**config.mk**
```make
export PLATFORM = sky130hd
export DESIGN_NAME = apmc_mailbox
export DESIGN_NICKNAME = d
export VERILOG_FILES = /design/src/verilog/apmc_pkg.sv /design/src/verilog/apmc_mailbox.sv
export SDC_FILE = /design/constraint.sdc
export NUM_CORES = 1
export LEC_CHECK = 0
export BUFFER_PORTS_ARGS = -buffer_cell sky130_fd_sc_hd__buf_2
export CORE_ASPECT_RATIO = 1.25
export CORE_UTILIZATION = 40
export DETAILED_ROUTE_END_ITERATION = 12
export PLACE_DENSITY_LB_ADDON = 0.12
export SYNTH_ARGS = -nofsm -noshare
export SYNTH_HDL_FRONTEND = slang
export SYNTH_SLANG_ARGS = --single-unit
```
**constraint.sdc**
```tcl
create_clock -name sys_clk -period 3.1 [get_ports sys_clk]
set_input_delay 0.31 -clock sys_clk [delete_from_list [all_inputs] [get_ports sys_clk]]
set_output_delay 0.31 -clock sys_clk [all_outputs]
set_load 0.005 [all_outputs]
```
**src/verilog/apmc_pkg.sv**
```systemverilog
// package of constants for the power-management channel mailbox
// Notes on behaviour
// - host data-port write loads input buffer
// - host command-port write loads same buffer
// - status bit 3 records last write's port
// - input-full sets on host write, clears on ec in-alias read
// - output-full sets on ec out-alias write, clears on host data read
// - host data read returns latest output byte
// - data and command ports decoded by selector
// - status bits 7-4 general signalling field
// - status bit 2 spare read/write flag
// - ec block based at 1500h or 1510h
// - ec registers at offsets 00h through 08h
// - sci-alias read clears input-full, raises sci
// - sci-alias write stores byte, raises sci
// - smi-alias write stores byte, raises smi
package apmc_pkg;
   localparam logic [15:0] APMC_BASE_CH1 = 16'h1500;
   localparam logic [15:0] APMC_BASE_CH2 = 16'h1510;

   localparam logic [3:0] OFS_EC_STATUS_VIEW = 4'h0;
   localparam logic [3:0] OFS_EC_PLAIN_OUT = 4'h1;
   localparam logic [3:0] OFS_EC_OUT_WITH_SCI = 4'h2;
   localparam logic [3:0] OFS_EC_OUT_WITH_SMI = 4'h3;
   localparam logic [3:0] OFS_EC_PLAIN_IN = 4'h4;
   localparam logic [3:0] OFS_EC_IN_WITH_SCI = 4'h5;
   localparam logic [3:0] OFS_CHANNEL_CONTROL = 4'h6;
   localparam logic [3:0] OFS_INTERRUPT_CONTROL = 4'h7;
   localparam logic [3:0] OFS_INTERRUPT_ENABLE = 4'h8;

   // status field positions
   localparam int STS_OUTPUT_FULL = 0;
   localparam int STS_INPUT_FULL = 1;
   localparam int STS_SPARE_FLAG = 2;
   localparam int STS_COMMAND_INDICATOR = 3;
   localparam int STS_SIGNAL_LO = 4;
   localparam int STS_SIGNAL_HI = 7;

   // interrupt_enable field positions
   localparam int IE_IRQ_EN = 0;
   localparam int IE_SMI_EN = 1;
   localparam int IE_SCI_EN = 2;

   localparam logic [7:0] RST_BYTE = 8'h00;
   localparam logic [3:0] RST_SIGNAL = 4'h0;
   localparam logic [7:0] UNMAPPED_READ = 8'h00;

   localparam int RESP_DEPTH = 2;
   localparam logic [1:0] RESP_FULL_COUNT = 2'h2;
endpackage

```
**src/verilog/apmc_mailbox.sv**
```systemverilog
// power-management channel mailbox: host port, ec register block, response buffer
`timescale 1ns/100ps
`default_nettype none
module apmc_mailbox
   import apmc_pkg::*;
#(
   parameter bit CHANNEL_TWO = 1'b0
) (
   input wire logic sys_clk,
   input wire logic reset_n,
   // host side, already decoded from i/o cycles
   input wire logic hostWrite,
   input wire logic hostRead,
   input wire logic hostCmdSel,
   input wire logic [7:0] hostWriteData,
   output logic [7:0] hostReadData,
   output logic hostReadValid,
   // embedded processor side
   input wire logic ecReqValid,
   output logic ecReqReady,
   input wire logic ecReqWrite,
   input wire logic [15:0] ecAddr,
   input wire logic [7:0] ecWriteData,
   output logic ecRespValid,
   input wire logic ecRespReady,
   output logic [7:0] ecRespData,
   // host interrupt levels
   output logic irqOut,
   output logic sciOut,
   output logic smiOut
);
   logic [1:0] resetSync_reg;
   logic rstN;

   logic [7:0] inputByte_reg;
   logic [7:0] outputByte_reg;
   logic inputFull_reg;
   logic outputFull_reg;
   logic commandIndicator_reg;
   logic spareFlag_reg;
   logic [3:0] signallingField_reg;
   logic [7:0] channelControl_reg;
   logic [7:0] interruptControl_reg;
   logic [7:0] interruptEnable_reg;
   logic obfSmi_reg;
   logic obfSci_reg;
   logic ibfSci_reg;

   logic [7:0] hostReadData_reg;
   logic hostReadValid_reg;

   logic [7:0] respMem_reg [RESP_DEPTH];
   logic respWrPtr_reg;
   logic respRdPtr_reg;
   logic [1:0] respCount_reg;

   logic [15:0] ecBase;
   logic ecHit;
   logic [3:0] ecOfs;
   logic ecAccept;
   logic ecWr;
   logic ecRd;
   logic hostAnyWrite;
   logic hostDataRead;
   logic ecOutWrite;
   logic ecInRead;
   logic ecPlainOutWrite;
   logic ecSciOutWrite;
   logic ecSmiOutWrite;
   logic ecPlainInRead;
   logic ecSciInRead;
   logic ecStatusWrite;
   logic ecControlWrite;
   logic ecIntCtrlWrite;
   logic ecIntEnWrite;
   logic [7:0] statusView;
   logic [7:0] ecReadByte;
   logic respPush;
   logic respPop;

   // the rest of the design sees a reset released on the clock
   always_ff @(posedge sys_clk or negedge reset_n) begin
      if (!reset_n) begin
         resetSync_reg <= 2'h0;
      end else begin
         resetSync_reg <= {resetSync_reg[0], 1'b1};
      end
   end
   assign rstN = resetSync_reg[1];

   // ec-side address decode
   assign ecBase = CHANNEL_TWO ? APMC_BASE_CH2 : APMC_BASE_CH1;
   assign ecHit = (ecAddr[15:4] == ecBase[15:4]);
   assign ecOfs = ecAddr[3:0];
   assign ecAccept = ecReqValid && ecReqReady;
   assign ecWr = ecAccept && ecReqWrite && ecHit;
   assign ecRd = ecAccept && !ecReqWrite;

   // one strobe per ec alias; offsets 9h-fh and writes to the in aliases do nothing
   always_comb begin
      ecStatusWrite = 1'b0;
      ecPlainOutWrite = 1'b0;
      ecSciOutWrite = 1'b0;
      ecSmiOutWrite = 1'b0;
      ecControlWrite = 1'b0;
      ecIntCtrlWrite = 1'b0;
      ecIntEnWrite = 1'b0;
      ecPlainInRead = 1'b0;
      ecSciInRead = 1'b0;
      if (ecWr) begin
         unique case (ecOfs)
            OFS_EC_STATUS_VIEW: ecStatusWrite = 1'b1;
            OFS_EC_PLAIN_OUT: ecPlainOutWrite = 1'b1;
            OFS_EC_OUT_WITH_SCI: ecSciOutWrite = 1'b1;
            OFS_EC_OUT_WITH_SMI: ecSmiOutWrite = 1'b1;
            OFS_CHANNEL_CONTROL: ecControlWrite = 1'b1;
            OFS_INTERRUPT_CONTROL: ecIntCtrlWrite = 1'b1;
            OFS_INTERRUPT_ENABLE: ecIntEnWrite = 1'b1;
            default: ecStatusWrite = 1'b0;
         endcase
      end
      if (ecRd && ecHit) begin
         unique case (ecOfs)
            OFS_EC_PLAIN_IN: ecPlainInRead = 1'b1;
            OFS_EC_IN_WITH_SCI: ecSciInRead = 1'b1;
            default: ecPlainInRead = 1'b0;
         endcase
      end
   end
   assign ecOutWrite = ecPlainOutWrite || ecSciOutWrite || ecSmiOutWrite;
   assign ecInRead = ecPlainInRead || ecSciInRead;

   // host-side port decode
   assign hostAnyWrite = hostWrite;
   assign hostDataRead = hostRead && !hostCmdSel;

   assign statusView = {signallingField_reg, commandIndicator_reg, spareFlag_reg,
                        inputFull_reg, outputFull_reg};

   // input buffer: both host ports land here
   always_ff @(posedge sys_clk or negedge rstN) begin
      if (!rstN) begin
         inputByte_reg <= RST_BYTE;
      end else if (hostAnyWrite) begin
         inputByte_reg <= hostWriteData;
      end
   end

   // the ec tells data from commands only by this bit, so it follows every write
   always_ff @(posedge sys_clk or negedge rstN) begin
      if (!rstN) begin
         commandIndicator_reg <= 1'b0;
      end else if (hostAnyWrite) begin
         commandIndicator_reg <= hostCmdSel;
      end
   end

   // set wins when the host writes in the cycle the ec drains the byte
   always_ff @(posedge sys_clk or negedge rstN) begin
      if (!rstN) begin
         inputFull_reg <= 1'b0;
      end else if (hostAnyWrite) begin
         inputFull_reg <= 1'b1;
      end else if (ecInRead) begin
         inputFull_reg <= 1'b0;
      end
   end

   // output buffer, written through any of the three out aliases
   always_ff @(posedge sys_clk or negedge rstN) begin
      if (!rstN) begin
         outputByte_reg <= RST_BYTE;
      end else if (ecOutWrite) begin
         outputByte_reg <= ecWriteData;
      end
   end

   always_ff @(posedge sys_clk or negedge rstN) begin
      if (!rstN) begin
         outputFull_reg <= 1'b0;
      end else if (ecOutWrite) begin
         outputFull_reg <= 1'b1;
      end else if (hostDataRead) begin
         outputFull_reg <= 1'b0;
      end
   end

   // general-purpose status bits are written by the ec only; the host status
   // port is read-only because a host write there is a command byte
   always_ff @(posedge sys_clk or negedge rstN) begin
      if (!rstN) begin
         signallingField_reg <= RST_SIGNAL;
      end else if (ecStatusWrite) begin
         signallingField_reg <= ecWriteData[STS_SIGNAL_HI:STS_SIGNAL_LO];
      end
   end

   always_ff @(posedge sys_clk or negedge rstN) begin
      if (!rstN) begin
         spareFlag_reg <= 1'b0;
      end else if (ecStatusWrite) begin
         spareFlag_reg <= ecWriteData[STS_SPARE_FLAG];
      end
   end

   // plain storage registers; only interrupt_enable steers logic here
   always_ff @(posedge sys_clk or negedge rstN) begin
      if (!rstN) begin
         channelControl_reg <= RST_BYTE;
      end else if (ecControlWrite) begin
         channelControl_reg <= ecWriteData;
      end
   end

   always_ff @(posedge sys_clk or negedge rstN) begin
      if (!rstN) begin
         interruptControl_reg <= RST_BYTE;
      end else if (ecIntCtrlWrite) begin
         interruptControl_reg <= ecWriteData;
      end
   end

   always_ff @(posedge sys_clk or negedge rstN) begin
      if (!rstN) begin
         interruptEnable_reg <= RST_BYTE;
      end else if (ecIntEnWrite) begin
         interruptEnable_reg <= ecWriteData;
      end
   end

   // smi/sci from the output aliases live as long as output-full does;
   // a plain write drops both so the host is not signalled twice
   always_ff @(posedge sys_clk or negedge rstN) begin
      if (!rstN) begin
         obfSmi_reg <= 1'b0;
      end else if (ecOutWrite) begin
         obfSmi_reg <= ecSmiOutWrite && interruptEnable_reg[IE_SMI_EN];
      end else if (hostDataRead) begin
         obfSmi_reg <= 1'b0;
      end
   end

   always_ff @(posedge sys_clk or negedge rstN) begin
      if (!rstN) begin
         obfSci_reg <= 1'b0;
      end else if (ecOutWrite) begin
         obfSci_reg <= ecSciOutWrite && interruptEnable_reg[IE_SCI_EN];
      end else if (hostDataRead) begin
         obfSci_reg <= 1'b0;
      end
   end

   // sci from the in alias stands until the host sends the next byte
   always_ff @(posedge sys_clk or negedge rstN) begin
      if (!rstN) begin
         ibfSci_reg <= 1'b0;
      end else if (ecSciInRead && interruptEnable_reg[IE_SCI_EN]) begin
         ibfSci_reg <= 1'b1;
      end else if (hostAnyWrite) begin
         ibfSci_reg <= 1'b0;
      end
   end

   assign sciOut = obfSci_reg || ibfSci_reg;
   assign smiOut = obfSmi_reg;
   assign irqOut = outputFull_reg && interruptEnable_reg[IE_IRQ_EN];

   // host read answer, one cycle after the strobe
   always_ff @(posedge sys_clk or negedge rstN) begin
      if (!rstN) begin
         hostReadValid_reg <= 1'b0;
      end else begin
         hostReadValid_reg <= hostRead;
      end
   end

   // the byte stays put between reads so a slow host can still pick it up
   always_ff @(posedge sys_clk or negedge rstN) begin
      if (!rstN) begin
         hostReadData_reg <= RST_BYTE;
      end else if (hostRead) begin
         hostReadData_reg <= hostCmdSel ? statusView : outputByte_reg;
      end
   end
   assign hostReadData = hostReadData_reg;
   assign hostReadValid = hostReadValid_reg;

   // ec read data; the write-only aliases and gaps read as zero
   always_comb begin
      ecReadByte = UNMAPPED_READ;
      if (ecHit) begin
         unique case (ecOfs)
            OFS_EC_STATUS_VIEW: ecReadByte = statusView;
            OFS_EC_PLAIN_IN: ecReadByte = inputByte_reg;
            OFS_EC_IN_WITH_SCI: ecReadByte = inputByte_reg;
            OFS_CHANNEL_CONTROL: ecReadByte = channelControl_reg;
            OFS_INTERRUPT_CONTROL: ecReadByte = interruptControl_reg;
            OFS_INTERRUPT_ENABLE: ecReadByte = interruptEnable_reg;
            default: ecReadByte = UNMAPPED_READ;
         endcase
      end
   end

   // two-entry response buffer: a stalled reader holds the request port,
   // so no side-effecting read is taken without room for its answer
   assign ecReqReady = (respCount_reg != RESP_FULL_COUNT);
   assign respPush = ecRd;
   assign respPop = ecRespValid && ecRespReady;
   assign ecRespValid = (respCount_reg != 2'h0);
   assign ecRespData = respMem_reg[respRdPtr_reg];

   genvar gi;
   generate
      for (gi = 0; gi < RESP_DEPTH; gi++) begin : g_resp
         always_ff @(posedge sys_clk or negedge rstN) begin
            if (!rstN) begin
               respMem_reg[gi] <= RST_BYTE;
            end else if (respPush && (respWrPtr_reg == 1'(gi))) begin
               respMem_reg[gi] <= ecReadByte;
            end
         end
      end
   endgenerate

   always_ff @(posedge sys_clk or negedge rstN) begin
      if (!rstN) begin
         respWrPtr_reg <= 1'b0;
         respRdPtr_reg <= 1'b0;
         respCount_reg <= 2'h0;
      end else begin
         if (respPush) begin
            respWrPtr_reg <= ~respWrPtr_reg;
         end
         if (respPop) begin
            respRdPtr_reg <= ~respRdPtr_reg;
         end
         if (respPush && !respPop) begin
            respCount_reg <= respCount_reg + 2'h1;
         end else if (respPop && !respPush) begin
            respCount_reg <= respCount_reg - 2'h1;
         end
      end
   end
endmodule
`default_nettype wire

```
==> impl_metrics.json <==
{
  "status": "finished, final reports clean",
  "wl_per_cell_um": 17.1,
  "powerDensity_mw_per_mm2": 573,
  "path_class": "flip-flop to flip-flop",
  "period_share_pct": 67.2,
  "coreArea_mm2": 0.00922,
  "drt_iter0_drc": 74,
  "wirelength_mm": 8.23,
  "synth.yosys.warnings": 0,
  "drv_cap": 0,
  "grt_pass1_wl_mm": 13.7,
  "rows": 39,
  "first_global_vias": 2632,
  "layout-drive-gt1-share_pct": 41.3,
  "hold_slack_ps": 204,
  "via_count": 2529,
  "place_ws_ps": 999,
  "synth_top_family_by_area": "multiplexers",
  "finalCriticalPeriod_ps": 2080,
  "clock-sinks": 82,
  "peakVddDrop_mv": 0.274,
  "clkLatencyLatePin_ps": 340,
  "finalSetupViolCount": 0,
  "cp.arrival_ps": 2300,
  "p_seq_share_pct": 46.1,
  "p_leak_nw": 2.22,
  "ant_nets": 0,
  "worst-path-max-fanout": 10,
  "layout.nets": 395,
  "synth_edf_count": 0,
  "htreeDepth": 3,
  "yosysSeqAreaShare_pct": 53.7,
  "final_util_pct": 49.2,
  "drc": 0,
  "portBuffers": 61,
  "hold_violations": 0,
  "path_buf_inv": 0,
  "pwr-share-comb_pct": 10.0,
  "ys_ff_latch": 82,
  "cpPeakStageDelay_ps": 590,
  "synth_cell_types": 49,
  "syn-mean-instance-area_um2": 13.0,
  "switchingPower_w": 0.000632,
  "antenna_found_initial": 0,
  "p_sw_share_pct": 24.3,
  "fp.dieArea_mm2": 0.00994,
  "synthToLayoutAreaGrowth_pct": 18.8,
  "fin_area_mm2": 0.00454,
  "antenna-diode-count": 0,
  "synth_area_mm2": 0.00382,
  "maxSlewHeadroom_pct": 32.1,
  "clockPowerShare_pct": 44.0,
  "cts_tree": "built",
  "start_util_pct": 41.4,
  "grt_setup_unrepaired": "false",
  "grt-ovfl-total": 0,
  "via_per_inst": 5.26,
  "finClkSkew_ps": 5.27,
  "syn_nets": 335,
  "synth_top_area_cell": "dfrtp_1",
  "dpl_cell_area_mm2": 0.00421,
  "fin_ws_ps": 1020,
  "ys.flop_type": "dfrtp_1",
  "die_h_um": 111,
  "largest_reg_flops": 16,
  "hpwl_mm": 6.01,
  "dr.pass1.iters": 4,
  "final.setup.tns_ps": 0,
  "path_clk_slew_ps": 60,
  "synthAdderAreaFrac_pct": 0.328,
  "final_common_cell": "dfrtp_1",
  "crit_required_ps": 3320,
  "synth-simple-area-share_pct": 13.5,
  "mostFrequentLayoutCells": "dfrtp_1, buf_2, mux2_2",
  "synth.area.mux_share_pct": 18.1,
  "synth_compound_area_share_pct": 10.7,
  "r2r_slack_ps": 1020,
  "synth_area_leaders": "dfrtp_1, mux2_2, a22o_1",
  "hp-class": "input pin to flip-flop",
  "cts_buffer_depth": 2,
  "finalMaxSlewViolations": 0,
  "yosys.area_share.xor_xnor_pct": 0.917,
  "track_usage_pct": 18.3,
  "cts_root_buf": "clkbuf_16",
  "die-width_um": 89.4,
  "crit_slowest_cell": "and3_1",
  "nFillCells": 854,
  "intPower_w": 0.00197,
  "grt_max_degree": 81,
  "cp_cell_sequence": "nand2b_1, and3_1, nand4b_4, mux2_4",
  "start_kind": "flip-flop",
  "synth_top_area_share_pct": 53.7,
  "end_kind": "flip-flop",
  "synth-async-reset-ratio_pct": 100,
  "cts_made_buffers": 9,
  "max_freq_mhz": 480,
  "synthCells": 294,
  "tightest_slew_ps": 1020,
  "crit_family": "simple AND/OR/NAND/NOR gates",
  "io-pin-count": 62,
  "gp_congestion": 0.813
}
-- worst reg2reg max path: cells and delay by family, from the launching register on --
kind,cells,cell delay [ps]
AND/OR/NAND/NOR,3,1170
flip-flops,1,410
multiplexers,1,390
-- layout make-up --
type	instances	area [um2]	area share, %
clock inverters	5	78.8	1.74
inverters	3	11.3	0.248
well taps	123	154	3.39
multi-input cells	194	1670	36.7
repair buffers	64	330	7.28
clock buffers	10	239	5.27
flip-flops and latches	82	2060	45.3
-- cells in the mapped netlist, drive strengths merged (4+ instances only) --
master  number
a22oi        8
nor2        13
mux2i        8
buf          5
mux2        54
nor2b       12
clkbuf      10
a21oi        8
nor3         4
nand2       17
nand3        5
a32oi        8
a22o        16
dfrtp       82
o311ai       8
-- power by group through the flow --
stage	logic (W)	clock network, W	registers [W]
3_3_place_gp	0.000256	0	0.00122
4_1_cts	0.000264	0.00117	0.00120
3_5_place_dp	0.000263	0	0.00122
2_1_floorplan	0.000206	0	0.00118
6_report	0.000259	0.00114	0.00120
5_1_grt	0.000288	0.00121	0.00121
-- metrics by stage --
step / total power (W) / instances
after floorplan: 0.00139 / 294
after global placement: 0.00147 / 465
after detailed placement: 0.00148 / 465
after CTS: 0.00263 / 481
after global routing: 0.00271 / 481
final: 0.00260 / 481
-- path summary, 6_finish.rpt --
path / startpoint / to / cells past startpoint
worst max-delay path: respCount_reg[0]$_DFFE_PN0P_ / outputByte_reg[6]$_DFFE_PN0P_ / 4
worst min-delay path: hostWriteData[2] / inputByte_reg[2]$_DFFE_PN0P_ / 2
worst max register to register: respCount_reg[0]$_DFFE_PN0P_ / outputByte_reg[6]$_DFFE_PN0P_ / 4
worst min register to register: resetSync_reg[0]$_DFF_PN0_ / resetSync_reg[1]$_DFF_PN0_ / 0
max in group asynchronous: resetSync_reg[1]$_DFF_PN0_ / inputByte_reg[4]$_DFFE_PN0P_ / 0
min in group asynchronous: reset_n / resetSync_reg[1]$_DFF_PN0_ / 2
-- routing by layer --
metal	wire, um	track usage (%)
met5	0	0
met4	178	8.89
met3	273	3.28
met2	3810	28.0
met1	3970	24.8
-- logic make-up after synthesis --
group                      after synthesis
DFF                                     82
xor gates and xnor gates                 4
AOI/OAI and AO/OA                       52
muxes                                   62
adders and majority gates                1
buffers and inverters                   18
and+or+nand+nor                         74
other                                    1
-- timing repair --
item	CTS	global route
hold endpoints to repair	2	0
buffers inserted	0	0
gates resized for setup	0	0
hold buffers	1	0
Note: power is estimated with default switching activity, not from simulation.
